[config.mk]
export PLATFORM = sky130hd
export DESIGN_NAME = arsc_top
export DESIGN_NICKNAME = d
export VERILOG_FILES = /design/src/hdl/arsc_pkg.sv /design/src/hdl/arsc_edge.sv /design/src/hdl/arsc_sync.sv /design/src/hdl/arsc_top.sv
export SDC_FILE = /design/constraint.sdc
export NUM_CORES = 1
export LEC_CHECK = 0
export BUFFER_PORTS_ARGS = -buffer_cell sky130_fd_sc_hd__clkbuf_2
export CORE_MARGIN = 4
export CORE_UTILIZATION = 48
export CTS_CLUSTER_DIAMETER = 50
export DETAILED_ROUTE_END_ITERATION = 10
export PLACE_DENSITY = 0.82
export SYNTH_ARGS = -nofsm -noshare
export SYNTH_HDL_FRONTEND = slang
export SYNTH_SLANG_ARGS = --single-unit
[constraint.sdc]
create_clock -name i_clock -period 3.2 [get_ports i_clock]
set_clock_uncertainty 0.2 [all_clocks]
set_input_delay 0.16 -clock i_clock [delete_from_list [all_inputs] [get_ports i_clock]]
set_output_delay 0.16 -clock i_clock [all_outputs]
set_load 0.02 [all_outputs]
[src/hdl/arsc_pkg.sv]
// package: constants, register offsets and types of the restart sequence control block
package arsc_pkg;
  // ==========================================================================
  // register map (byte addresses, one 32-bit word each)
  localparam logic [7:0] ADDR_CTRL   = 8'h00;
  localparam logic [7:0] ADDR_STATUS = 8'h04;
  localparam logic [7:0] ADDR_IRQ_ST = 8'h08;
  localparam logic [7:0] ADDR_IRQ_MK = 8'h0C;
  localparam logic [7:0] ADDR_CFG    = 8'h10;
  localparam logic [7:0] ADDR_LIST   = 8'h14;
  // ==========================================================================
  // control register bit positions
  localparam int CTRL_RESTART = 0;
  localparam int CTRL_LIST_SWAP_REQUEST_SIGNAL  = 1;
  localparam int CTRL_ABORT   = 2;
  localparam int CTRL_TRIGGER = 3;
  // config register bit positions
  localparam int CFG_TRIGGER_BIT_MODE = 0;
  localparam int CFG_DBL_BUF   = 1;
  // interrupt status bit positions
  localparam int IRQ_RESTART  = 0;
  localparam int IRQ_ABORT    = 1;
  localparam int IRQ_TRIGGER_BIT_ERR = 2;
  localparam int IRQ_WIDTH    = 3;
  // status register bit positions
  localparam int ST_RESTART   = 0;
  localparam int ST_LIST_SWAP_REQUEST_SIGNAL    = 1;
  localparam int ST_ABORT     = 2;
  localparam int ST_TRIGGER   = 3;
  localparam int ST_TRIGGER_BIT_ERR  = 4;
  localparam int ST_RVL_DONE  = 5;
  localparam int ST_BUF_SEL   = 6;
  localparam int ST_HALTED    = 7;
  localparam int ST_STATE_LSB = 8;
  // list index / unmapped read value
  localparam int          LIST_IDX_W = 8;
  localparam logic [31:0] READ_ZERO  = 32'h0000_0000;
  // ==========================================================================
  // sequencer flow states
  typedef enum logic [2:0] {
    ARSC_IDLE    = 3'b000,
    ARSC_ABORT   = 3'b001,
    ARSC_RESTART = 3'b010,
    ARSC_TRIGGER = 3'b011,
    ARSC_LOAD    = 3'b100,
    ARSC_HALT    = 3'b101
  } arsc_state_t;
endpackage : arsc_pkg

[src/hdl/arsc_edge.sv]
// module: rising edge pulse generator for synchronised request levels
`timescale 1ns/1ps
`default_nettype none
module arsc_edge #(
  parameter int WIDTH = 1
) (
  // clock and reset
  input  wire logic             i_clock,
  input  wire logic             i_rst,
  // level in, pulse out
  input  wire logic [WIDTH-1:0] i_level,
  output logic      [WIDTH-1:0] o_rise
);
  logic [WIDTH-1:0] last_r;

  // ==========================================================================
  // remember last level; pulse is combinational on a registered level
  always_ff @(posedge i_clock or posedge i_rst) begin
    if (i_rst) begin
      last_r <= '0;
    end else begin
      last_r <= i_level;
    end
  end

  assign o_rise = i_level & ~last_r;
endmodule : arsc_edge
`default_nettype wire

[src/hdl/arsc_sync.sv]
// module: two flip-flop synchroniser for a group of level inputs
`timescale 1ns/1ps
`default_nettype none
module arsc_sync #(
  parameter int WIDTH = 1
) (
  // clock and reset
  input  wire logic             i_clock,
  input  wire logic             i_rst,
  // levels
  input  wire logic [WIDTH-1:0] i_async,
  output logic      [WIDTH-1:0] o_sync
);
  logic [WIDTH-1:0] meta_r;

  // ==========================================================================
  // first stage is read only by the second
  always_ff @(posedge i_clock or posedge i_rst) begin
    if (i_rst) begin
      meta_r <= '0;
      o_sync <= '0;
    end else begin
      meta_r <= i_async;
      o_sync <= meta_r;
    end
  end
endmodule : arsc_sync
`default_nettype wire

[src/hdl/arsc_top.sv]
// module: restart, abort, trigger and list swap flow control of a converter sequencer
//
// Summary of operation
// [RQ1] every restart event sets restart request bit
// [RQ2] running unfinished list without abort: also abort
// [RQ3] idle and results not done: also abort
// [RQ4] results done after end-of-list or abort
// [RQ5] abort first then restart, else restart only
// [RQ6] trigger mode idle done: set trigger, restart
// [RQ7] restart with trigger together: error, stop
// [RQ8] swap: index to top, toggle buffer
// [RQ9] interface restart samples swap signal into load-ok
// [RQ10] bus write restart plus load-ok swaps
// [RQ11] first top command load clears both bits
// [RQ12] requester swaps only when converter idle
// [RQ13] interface and bus requests merged identically
//
// Decided for this implementation: the Avalon-MM register port and the placing of the registers.
`timescale 1ns/1ps
`default_nettype none
module arsc_top (
  // clock and reset
  input  wire logic        i_clock,
  input  wire logic        i_rst,
  // avalon-mm slave
  input  wire logic [7:0]  i_avs_address,
  input  wire logic        i_avs_read,
  input  wire logic        i_avs_write,
  input  wire logic [31:0] i_avs_writedata,
  input  wire logic [3:0]  i_avs_byteenable,
  output logic      [31:0] o_avs_readdata,
  output logic             o_avs_waitrequest,
  // internal request interface (asynchronous levels)
  input  wire logic        i_restart,
  input  wire logic        i_list_swap_request_signal,
  input  wire logic        i_abort,
  input  wire logic        i_trigger,
  // converter progress (same clock)
  input  wire logic        i_conv_busy,
  input  wire logic        i_end_of_list,
  input  wire logic        i_first_cmd_load,
  // sequencer view
  output logic      [7:0]  o_list_index,
  output logic             o_buffer_select,
  output logic             o_seq_abort,
  output logic             o_seq_restart,
  output logic             o_seq_trigger,
  output logic             o_halted,
  output logic             o_irq
);
  // ==========================================================================
  // signals
  localparam int IRQW = arsc_pkg::IRQ_WIDTH;
  logic [3:0]               sync_lv;
  logic [2:0]               if_rise;
  logic                     ack_r;
  logic                     acc;
  logic                     wr_acc;
  logic                     rd_acc;
  logic                     restart_request_bit_r;
  logic                     load_ok_bit_r;
  logic                     load_ok_by_restart_r;
  logic                     sequence_abort_bit_r;
  logic                     trigger_bit_r;
  logic                     trigger_error_flag_r;
  logic                     eol_seen_r;
  logic                     abort_done_r;
  logic                     trigger_bit_mode_r;
  logic                     dbl_buf_r;
  logic [IRQW-1:0]          irq_st_r;
  logic [IRQW-1:0]          irq_mk_r;
  arsc_pkg::arsc_state_t    state_r;
  arsc_pkg::arsc_state_t    state_nxt;
  logic                     bus_restart;
  logic                     bus_list_swap_request_signal;
  logic                     bus_abort;
  logic                     bus_trigger;
  logic                     restart_ev;
  logic                     abort_set;
  logic                     trigger_ev;
  logic                     rvl_done;
  logic                     need_abort;
  logic                     auto_trigger_bit;
  logic                     trigger_bit_clash;
  logic                     swap_ev;
  logic                     top_loaded;
  logic [IRQW-1:0]          irq_ev;
  logic [31:0]              status_word;

  // ==========================================================================
  // internal interface: two flops, then edge detect on restart, abort and trigger only
  arsc_sync #(.WIDTH(4)) u_sync (
    .i_clock (i_clock),
    .i_rst   (i_rst),
    .i_async ({i_trigger, i_abort, i_list_swap_request_signal, i_restart}),
    .o_sync  (sync_lv)
  );

  arsc_edge #(.WIDTH(3)) u_edge (
    .i_clock (i_clock),
    .i_rst   (i_rst),
    .i_level ({sync_lv[3], sync_lv[2], sync_lv[0]}),
    .o_rise  (if_rise)
  );

  // ==========================================================================
  // bus decode: one wait cycle, then ack
  assign acc    = (i_avs_read | i_avs_write) & ~ack_r;
  assign wr_acc = i_avs_write & ack_r;
  assign rd_acc = i_avs_read & ~ack_r;

  // waitrequest low only in the ack cycle
  always_ff @(posedge i_clock or posedge i_rst) begin
    if (i_rst) begin
      ack_r             <= 1'b0;
      o_avs_waitrequest <= 1'b1;
    end else begin
      ack_r             <= acc;
      o_avs_waitrequest <= ~acc;
    end
  end

  // control strobes from a bus write of ones (byte lane 0)
  always_comb begin
    bus_restart = 1'b0;
    bus_list_swap_request_signal  = 1'b0;
    bus_abort   = 1'b0;
    bus_trigger = 1'b0;
    if (wr_acc && i_avs_byteenable[0] && i_avs_address == arsc_pkg::ADDR_CTRL) begin
      bus_restart = i_avs_writedata[arsc_pkg::CTRL_RESTART];
      bus_list_swap_request_signal  = i_avs_writedata[arsc_pkg::CTRL_LIST_SWAP_REQUEST_SIGNAL];
      bus_abort   = i_avs_writedata[arsc_pkg::CTRL_ABORT];
      bus_trigger = i_avs_writedata[arsc_pkg::CTRL_TRIGGER];
    end
  end

  // ==========================================================================
  // event merging and abort decision
  // [RQ13] both sources merged
  assign restart_ev = if_rise[0] | bus_restart;
  assign trigger_ev = if_rise[2] | bus_trigger;
  // [RQ4] done after end-of-list or abort
  assign rvl_done   = eol_seen_r | sequence_abort_bit_r | abort_done_r | if_rise[1] | bus_abort;
  // [RQ2] running, list unfinished, no abort pending
  // [RQ3] idle with results not done
  assign need_abort = restart_ev & ~rvl_done;
  assign abort_set  = need_abort | if_rise[1] | bus_abort;
  // [RQ7] simultaneous restart and trigger in trigger mode
  assign trigger_bit_clash = trigger_bit_mode_r & restart_ev & trigger_ev;
  // [RQ6] idle and done in trigger mode
  assign auto_trigger_bit  = trigger_bit_mode_r & restart_ev & ~i_conv_busy & rvl_done & ~trigger_bit_clash;
  // [RQ10] bus swap needs restart and load-ok in one write
  // [RQ9] interface restart samples swap level
  assign swap_ev    = (if_rise[0] & sync_lv[1]) | (bus_restart & bus_list_swap_request_signal);
  // [RQ11] top command load ends the restart
  assign top_loaded = i_first_cmd_load & (o_list_index == '0);

  // ==========================================================================
  // control bits: set wins over clear
  always_ff @(posedge i_clock or posedge i_rst) begin
    if (i_rst) begin
      restart_request_bit_r <= 1'b0;
      load_ok_bit_r         <= 1'b0;
      load_ok_by_restart_r  <= 1'b0;
    end else begin
      // [RQ1] restart sets request bit
      if (restart_ev) begin
        restart_request_bit_r <= 1'b1;
      end else if (top_loaded) begin
        restart_request_bit_r <= 1'b0;
      end
      // [RQ11] load-ok cleared only if set by restart
      if (swap_ev) begin
        load_ok_bit_r        <= 1'b1;
        load_ok_by_restart_r <= 1'b1;
      end else if (top_loaded && load_ok_by_restart_r) begin
        load_ok_bit_r        <= 1'b0;
        load_ok_by_restart_r <= 1'b0;
      end
    end
  end

  // abort bit, trigger bit and error flag
  always_ff @(posedge i_clock or posedge i_rst) begin
    if (i_rst) begin
      sequence_abort_bit_r <= 1'b0;
      trigger_bit_r        <= 1'b0;
      trigger_error_flag_r <= 1'b0;
    end else begin
      if (abort_set) begin
        sequence_abort_bit_r <= 1'b1;
      end else if (state_r == arsc_pkg::ARSC_ABORT) begin
        sequence_abort_bit_r <= 1'b0;
      end
      if (auto_trigger_bit || (trigger_ev && !trigger_bit_clash)) begin
        trigger_bit_r <= 1'b1;
      end else if (state_r == arsc_pkg::ARSC_TRIGGER) begin
        trigger_bit_r <= 1'b0;
      end
      // [RQ7] error flag is sticky until reset
      if (trigger_bit_clash) begin
        trigger_error_flag_r <= 1'b1;
      end
    end
  end

  // result-list done tracking
  always_ff @(posedge i_clock or posedge i_rst) begin
    if (i_rst) begin
      eol_seen_r   <= 1'b0;
      abort_done_r <= 1'b0;
    end else begin
      if (i_end_of_list) begin
        eol_seen_r <= 1'b1;
      end else if (top_loaded) begin
        eol_seen_r <= 1'b0;
      end
      if (state_r == arsc_pkg::ARSC_ABORT) begin
        abort_done_r <= 1'b1;
      end else if (top_loaded) begin
        abort_done_r <= 1'b0;
      end
    end
  end

  // ==========================================================================
  // flow sequencer
  // [RQ5] abort before restart, then trigger if requested
  // a trigger clash is taken by the state register itself, from any state
  always_comb begin
    state_nxt = state_r;
    case (state_r)
      arsc_pkg::ARSC_IDLE: begin
        if (sequence_abort_bit_r) begin
          state_nxt = arsc_pkg::ARSC_ABORT;
        end else if (restart_request_bit_r) begin
          state_nxt = arsc_pkg::ARSC_RESTART;
        end else if (trigger_bit_r) begin
          state_nxt = arsc_pkg::ARSC_TRIGGER;
        end
      end
      arsc_pkg::ARSC_ABORT:   state_nxt = restart_request_bit_r ? arsc_pkg::ARSC_RESTART : arsc_pkg::ARSC_IDLE;
      arsc_pkg::ARSC_RESTART: state_nxt = trigger_bit_r ? arsc_pkg::ARSC_TRIGGER : arsc_pkg::ARSC_LOAD;
      arsc_pkg::ARSC_TRIGGER: state_nxt = arsc_pkg::ARSC_LOAD;
      arsc_pkg::ARSC_LOAD: begin
        if (top_loaded || !restart_request_bit_r) begin
          state_nxt = arsc_pkg::ARSC_IDLE;
        end
      end
      arsc_pkg::ARSC_HALT:    state_nxt = arsc_pkg::ARSC_HALT;
      default:                state_nxt = arsc_pkg::ARSC_IDLE;
    endcase
  end

  // halt is left only by reset: the converter has ceased operation
  always_ff @(posedge i_clock or posedge i_rst) begin
    if (i_rst) begin
      state_r <= arsc_pkg::ARSC_IDLE;
    end else if (trigger_bit_clash) begin
      state_r <= arsc_pkg::ARSC_HALT;
    end else begin
      state_r <= state_nxt;
    end
  end

  // sequencer strobes, one cycle per step; halted is held until reset
  always_ff @(posedge i_clock or posedge i_rst) begin
    if (i_rst) begin
      o_seq_abort   <= 1'b0;
      o_seq_restart <= 1'b0;
      o_seq_trigger <= 1'b0;
      o_halted      <= 1'b0;
    end else begin
      o_seq_abort   <= (state_nxt == arsc_pkg::ARSC_ABORT) && !trigger_bit_clash;
      o_seq_restart <= (state_nxt == arsc_pkg::ARSC_RESTART) && !trigger_bit_clash;
      o_seq_trigger <= (state_nxt == arsc_pkg::ARSC_TRIGGER) && !trigger_bit_clash;
      o_halted      <= (state_nxt == arsc_pkg::ARSC_HALT) || trigger_bit_clash;
    end
  end

  // ==========================================================================
  // list index and buffer select
  // [RQ8] restart goes to top, swap toggles buffer
  // [RQ12] swap assumed only while idle
  always_ff @(posedge i_clock or posedge i_rst) begin
    if (i_rst) begin
      o_list_index    <= '0;
      o_buffer_select <= 1'b0;
    end else begin
      if (state_r == arsc_pkg::ARSC_RESTART) begin
        o_list_index <= '0;
        if (load_ok_bit_r && dbl_buf_r) begin
          o_buffer_select <= ~o_buffer_select;
        end
      end else if (i_first_cmd_load && !i_end_of_list) begin
        o_list_index <= o_list_index + 8'h01;
      end
    end
  end

  // ==========================================================================
  // configuration and interrupts
  always_ff @(posedge i_clock or posedge i_rst) begin
    if (i_rst) begin
      trigger_bit_mode_r <= 1'b0;
      dbl_buf_r   <= 1'b0;
      irq_mk_r    <= '0;
    end else if (wr_acc && i_avs_byteenable[0]) begin
      if (i_avs_address == arsc_pkg::ADDR_CFG) begin
        trigger_bit_mode_r <= i_avs_writedata[arsc_pkg::CFG_TRIGGER_BIT_MODE];
        dbl_buf_r   <= i_avs_writedata[arsc_pkg::CFG_DBL_BUF];
      end
      if (i_avs_address == arsc_pkg::ADDR_IRQ_MK) begin
        irq_mk_r <= i_avs_writedata[IRQW-1:0];
      end
    end
  end

  assign irq_ev = {trigger_bit_clash, abort_set, restart_ev};

  // sticky status; a new event wins over a write-one clear; irq lags one cycle
  always_ff @(posedge i_clock or posedge i_rst) begin
    if (i_rst) begin
      irq_st_r <= '0;
      o_irq    <= 1'b0;
    end else begin
      o_irq <= |(irq_st_r & irq_mk_r);
      if (wr_acc && i_avs_byteenable[0] && i_avs_address == arsc_pkg::ADDR_IRQ_ST) begin
        irq_st_r <= (irq_st_r & ~i_avs_writedata[IRQW-1:0]) | irq_ev;
      end else begin
        irq_st_r <= irq_st_r | irq_ev;
      end
    end
  end

  // ==========================================================================
  // read data, registered in the wait cycle
  always_comb begin
    status_word = arsc_pkg::READ_ZERO;
    status_word[arsc_pkg::ST_RESTART]  = restart_request_bit_r;
    status_word[arsc_pkg::ST_LIST_SWAP_REQUEST_SIGNAL]   = load_ok_bit_r;
    status_word[arsc_pkg::ST_ABORT]    = sequence_abort_bit_r;
    status_word[arsc_pkg::ST_TRIGGER]  = trigger_bit_r;
    status_word[arsc_pkg::ST_TRIGGER_BIT_ERR] = trigger_error_flag_r;
    status_word[arsc_pkg::ST_RVL_DONE] = rvl_done;
    status_word[arsc_pkg::ST_BUF_SEL]  = o_buffer_select;
    status_word[arsc_pkg::ST_HALTED]   = o_halted;
    status_word[arsc_pkg::ST_STATE_LSB +: 3] = state_r;
  end

  always_ff @(posedge i_clock or posedge i_rst) begin
    if (i_rst) begin
      o_avs_readdata <= arsc_pkg::READ_ZERO;
    end else if (rd_acc) begin
      case (i_avs_address)
        arsc_pkg::ADDR_CTRL:   o_avs_readdata <= {28'h0000000, trigger_bit_r, sequence_abort_bit_r, load_ok_bit_r,
                                                  restart_request_bit_r};
        arsc_pkg::ADDR_STATUS: o_avs_readdata <= status_word;
        arsc_pkg::ADDR_IRQ_ST: o_avs_readdata <= {29'h0000000, irq_st_r};
        arsc_pkg::ADDR_IRQ_MK: o_avs_readdata <= {29'h0000000, irq_mk_r};
        arsc_pkg::ADDR_CFG:    o_avs_readdata <= {30'h0000000, dbl_buf_r, trigger_bit_mode_r};
        arsc_pkg::ADDR_LIST:   o_avs_readdata <= {24'h000000, o_list_index};
        default:               o_avs_readdata <= arsc_pkg::READ_ZERO;
      endcase
    end
  end
endmodule : arsc_top
`default_nettype wire

### After elaboration in Yosys (flattened, before gate mapping)

Cells that the tools add are included.

* word-level logic and storage cells: 131
* output and inout bits: 47
* bits in registers: 77

* mux-type cells: 26
* reductions and logical operators: 30
* eq/ne operators: 14
* add/sub/neg operators: 1
* bitwise gates (word level): 35

Operators by type and width (number)
* $pmux 11 s6: 1
* $mux 3: 7
* $pmux 3 s6: 1
* $eq 8x4->1 const B: 2
* $eq 8x5->1 const B: 2
* $logic_not 8->1: 2
* $mux 8: 2
* $mux 1: 14
* $reduce_bool 2->1: 7
* $and 1x1->1: 12
* $eq 3x2->1 const B: 4
* $logic_and 1x1->1: 10
* $or 1x1->1: 10
* $and 3x3->3: 3
* $eq 3x3->1 const B: 3
* $add 8x1->8 const B: 1
* $eq 8x3->1 const B: 1
* $eq 3x1->1 const B: 2
* $not 1->1: 6
* $not 3->3: 2
* $or 3x3->3: 2
* $reduce_and 2->1: 3
* $logic_not 1->1: 3
* $logic_not 3->1: 1
* other kinds (3): 5

### Depth between registers and ports, before layout

* depth in word-level cells: 11
* depth in mapped cells: 6

### By module

A second synthesis with hierarchy kept.

* cell total of the unflattened synthesis: 258
* area, all modules: 2722.6 sq um

Modules (own cells, without submodules)
* arsc_top: cells each 242, seq. area each 1127.3 sq um, instances 1, area each 2398.6 sq um
* arsc_sync: cells each 9, seq. area each 200.2 sq um, instances 1, area each 203.9 sq um
* arsc_edge: cells each 7, seq. area each 75.1 sq um, instances 1, area each 120.1 sq um

### Least setup slack after synthesis

Ideal clock, no wire load.

* path kind: register to register
* start point: register state_r[2]
* end point: register o_seq_restart
* arrival: 1.286 ns
* stages on the path, launching flop included: 6
* clock period less this slack: 1.613 ns
* setup time: 0.127 ns
* setup slack: 1.587 ns
* required time: 2.873 ns
* cell sequence: dfrtp_1 -> clkbuf_1 -> or3b_2 -> a21oi_1 -> a31oi_1 -> nor3b_1

* cells in the longest elaborated chain, start to end: 6

Ends and longest elaborated chain
* start, declared: RTL line arsc_top.sv:72 `arsc_pkg::arsc_state_t state_r;`
* start signal, assigned: RTL line arsc_top.sv:258 `state_r <= arsc_pkg::ARSC_IDLE;`
* start signal, assigned: RTL line arsc_top.sv:260 `state_r <= arsc_pkg::ARSC_HALT;`
* start signal, assigned: RTL line arsc_top.sv:262 `state_r <= state_nxt;`
* $mux 3: RTL line arsc_top.sv:238 `end else if (trigger_bit_r) begin`
* $mux 3: RTL line arsc_top.sv:236 `end else if (restart_request_bit_r) begin`
* $mux 3: RTL line arsc_top.sv:234 `if (sequence_abort_bit_r) begin`
* $pmux 3 s6 *: RTL line arsc_top.sv:232 `case (state_r)`
* $eq 3x2->1 *: RTL line arsc_top.sv:275 `o_seq_restart <= (state_nxt == arsc_pkg::ARSC_RESTART) && !trigger_bit_clash;`
* $logic_and 1x1->1 *: RTL line arsc_top.sv:275
* end signal, assigned: RTL line arsc_top.sv:275
* end, declared: RTL line arsc_top.sv:46 `output logic o_seq_restart,`

Every way passes the cells marked *; elsewhere a longest branch is shown, timed or not.
A chain may end at the register's enable or synchronous reset.

### Worst setup path after layout

* start point: register ack_r
* end point: register o_avs_readdata[5]

* cells in the longest elaborated chain, start to end: 6

Ends and longest elaborated chain
* start, declared: RTL line arsc_top.sv:56 `logic ack_r;`
* start signal, assigned: RTL line arsc_top.sv:115 `ack_r <= 1'b0;`
* start signal, assigned: RTL line arsc_top.sv:118 `ack_r <= acc;`
* $and 1x1->1: RTL line arsc_top.sv:109 `assign wr_acc = i_avs_write & ack_r;`
* $logic_and 1x1->1 (2 in a row): RTL line arsc_top.sv:129 `if (wr_acc && i_avs_byteenable[0] && i_avs_address == arsc_pkg::ADDR_CTRL) begin`
* $mux 1: RTL line arsc_top.sv:129
* $or 1x1->1: RTL line arsc_top.sv:143 `assign rvl_done = eol_seen_r | sequence_abort_bit_r | abort_done_r | if_rise[1] | bus_abort;`
* $pmux 11 s6: RTL line arsc_top.sv:355 `case (i_avs_address)`
* end signal, assigned: RTL line arsc_top.sv:356 `arsc_pkg::ADDR_CTRL: o_avs_readdata <= {28'h0000000, trigger_bit_r, sequence_abort_bit_r, load_ok_bit_r,`
* end signal, assigned: RTL line arsc_top.sv:358 `arsc_pkg::ADDR_STATUS: o_avs_readdata <= status_word;`
* end signal, assigned: RTL line arsc_top.sv:359 `arsc_pkg::ADDR_IRQ_ST: o_avs_readdata <= {29'h0000000, irq_st_r};`
* end, declared: RTL line arsc_top.sv:31 `output logic [31:0] o_avs_readdata,`

Parallel ways exist; a longest one is shown, timed or not.

==> reports/qor.yml <==
clk_pin_slew_ps: 100
synth_cells: 265
power.share.clock: 0.214
grt_overflow: 0
rows: 27
synth.most_common_cell: "dfrtp_1"
wl_per_cell_um: 14.3
synth_commonest_cells: "55 x dfrtp_1, 31 x nand2_1, 23 x buf_4, 17 x nor2_1, 11 x inv_1"
synth_area_leaders: "dfrtp_1 50%, buf_4 6.2%, nand2_1 4.2%"
fin_ws_ps: 1360
finalMaxSlewViolations: 0
synth_largest_area_cell: "dfrtp_1"
drcViolationCount: 0
vias_per_cell: 5.18
synth-edff-count: 0
place_ws_ps: 1320
synth-adder-area-share: 0.00901
drive_gt1_frac: 0.231
status: "finished, final reports clean"
clock_sinks: 56
synth_area_um2: 2780
r2r_start: "ack_r$_DFF_PP0_"
cp.arrival_ps: 1880
crit_path_end_kind: "register"
synth_top_family_by_area: "simple AND/OR/NAND/NOR gates"
dp_hpwl_mm: 4.32
maxCapViolCount: 0
start_kind: "register"
syn2layout_area_growth_pct: 14.9
syn_area_per_cell_um2: 10.5
hp-class: "input pin to register"
vdd_drop_max_uv: 323
swShare: 0.356
synth-simple-area-share: 0.206
cellPowerDensity_nw_per_um2: 567
insertion_delay_ps: 310
grtUsageMet3: 0.0424
antenna_cells: 0
p_sw_uw: 644
async_flop_share: 1.00
antenna_found_initial: 0
final_nets: 380
tns_ps: 0
cts_tree: "yes"
drt-total-wl_mm: 5.67
grt-busiest-layer: "met2"
ioPinCount: 102
slew_headroom: 0.458
fin_crit_ps: 1840
firstDrtPassIters: 4
grt_util_met2: 0.268
synth_compound_area_frac: 0.122
power.leakage_uw: 0.00154
ant_nets: 0
portBuffers: 49
gp_congestion: 0.919
post_synth_xor_area_fraction: 0.0221
muxShareOfSynthArea: 0.0428
synthFlopType: "dfrtp_1"
regToRegSetupSlack_ps: 1360
die_area_um2: 7070
core-area_um2: 5570
grt_pass1_wl_mm: 9.42
start_util: 0.498
crit_start: "ack_r$_DFF_PP0_"
p_seq_frac: 0.516
synth-seq-cells: 56
worstReg2RegEnd: "o_avs_readdata[5]$_DFFE_PP0P_"
grt_start_max_net_pins: 40
hold_viol: 0
htreeDepth: 2
via_count: 2051
worst-setup-path-type: "register to register"
clock-root-buffer: "clkbuf_8"
crit_required_ps: 3240
fin_crit_sh: 0.575
final-setup-viol-count: 0
die_w_um: 84.1
path_max_fanout: 18
critPathCapture: "o_avs_readdata[5]$_DFFE_PP0P_"
synth_top_cell_area_share: 0.496
combPwrFrac: 0.270
hold_ws_ps: 14.3
grt_pass1_vias: 1975
max_clock_freq_mhz: 543
use_met1: 0.223
intPower_uw: 1160
reg2reg_depth: 4
ys_types: 55
clk_path_buf_depth: 2
worstMarginPinSlew_ps: 812
rsz0062_at_grt: "false"
numCtsBuffers: 5
seq_area_frac_synth: 0.505
die_h_um: 84.1
yosysWarnings: 0
drtIter0Drc: 129
grt_use_total: 0.168
metal layers:
metal	wire length [um]	part of all wire	vias up
li1	-	-	996
met1	2520	0.44	970
met2	2640	0.47	79
met3	435	0.077	6
met4	72	0.013	0
met5	0	0	-
cells in the final DEF, fill, tap and decap left out, types with 3 or more instances in the layout:
cell / instances
dfrtp_1: 55
clkbuf_2: 49
nand2_1: 31
conb_1: 21
nor2_1: 17
dlygate4sd3_1: 12
o21ai_0: 10
inv_1: 10
nand2b_1: 8
a21oi_1: 7
o31ai_1: 6
nor2b_1: 6
nand4_1: 6
nor3_1: 5
clkbuf_8: 5
mux2i_1: 4
a31oi_1: 4
a22oi_1: 4
nand3b_1: 4
xnor2_1: 4
a211oi_1: 3
and3_1: 3
and2_1: 3
nand3_1: 3
mux2_4: 3
xor2_1: 3
sequential cells by signal (all words and copies together), names as in the netlist, 3 cells and up:
register	cells
irq_mk_r	3
irq_st_r	3
o_avs_readdata	11
o_list_index	8
state_r	3
u_edge.last_r	3
u_sync.meta_r	4
u_sync.o_sync	4
power groups by stage:
stage	sequential, uW	clock (uW)	combinational [uW]
after CTS	930	401	491
after global placement	940	0	467
after global routing	948	428	548
final	932	387	488
after floorplan	936	0	365
after detailed placement	944	0	479
cell type report:
type | count | area (um^2)
fill | 506 | 2380
clock inverter | 2 | 16.3
inverter | 11 | 41.3
multi-input combinational | 187 | 1190
clock buffer | 6 | 72.6
sequential | 56 | 1400
timing repair buffer | 62 | 373
tap | 72 | 90.1
worst min-delay path by stage:
stage | slack [ps] | start | cells after the start | end
4_1_cts | 2 | i_avs_address[0] | 4 | load_ok_by_restart_r$_DFFE_PP0P_
6_report | 10 | i_avs_address[0] | 4 | load_ok_by_restart_r$_DFFE_PP0P_
3_3_place_gp | 70 | i_abort | 1 | u_sync.meta_r[2]$_DFF_PP0_
3_5_place_dp | 70 | i_restart | 1 | u_sync.meta_r[0]$_DFF_PP0_
5_1_grt | 20 | i_avs_address[0] | 4 | load_ok_by_restart_r$_DFFE_PP0P_
2_1_floorplan | -9 | i_restart | 0 | u_sync.meta_r[0]$_DFF_PP0_
logic make-up (layout without fill, tap and decap cells):
logic type                 after synthesis  after routing
and+or+nand+nor                        100            100
DFF                                     56             56
AOI/OAI and AO/OA                       47             47
buffers and inverters                   42             81
muxes                                   10             10
xor gates and xnor gates                 7              7
adders and majority gates                2              2
other                                    1             21
per-stage QoR:
step | instance area, um^2 | utilization | instances | total power, uW
floorplan | 2850 | - | 285 | 1300
global placement | 2980 | 0.535 | 376 | 1410
detailed placement | 2980 | 0.535 | 376 | 1420
CTS | 3190 | 0.572 | 396 | 1820
global route | 3190 | 0.572 | 396 | 1920
finish | 3190 | 0.572 | 396 | 1810
timing repair:
item	CTS	global route
endpoints found under the hold margin	52	0
hold buffers	12	0
setup buffers	0	0
gates resized for setup	0	0
worst max-delay path, stage by stage, from the launching register on:
cell and delay, ps:
dfrtp_1 400, nand2b_1 400, nand4b_1 400, nand2b_1 220, o221ai_1 140
(Power assumes the default switching activity.)
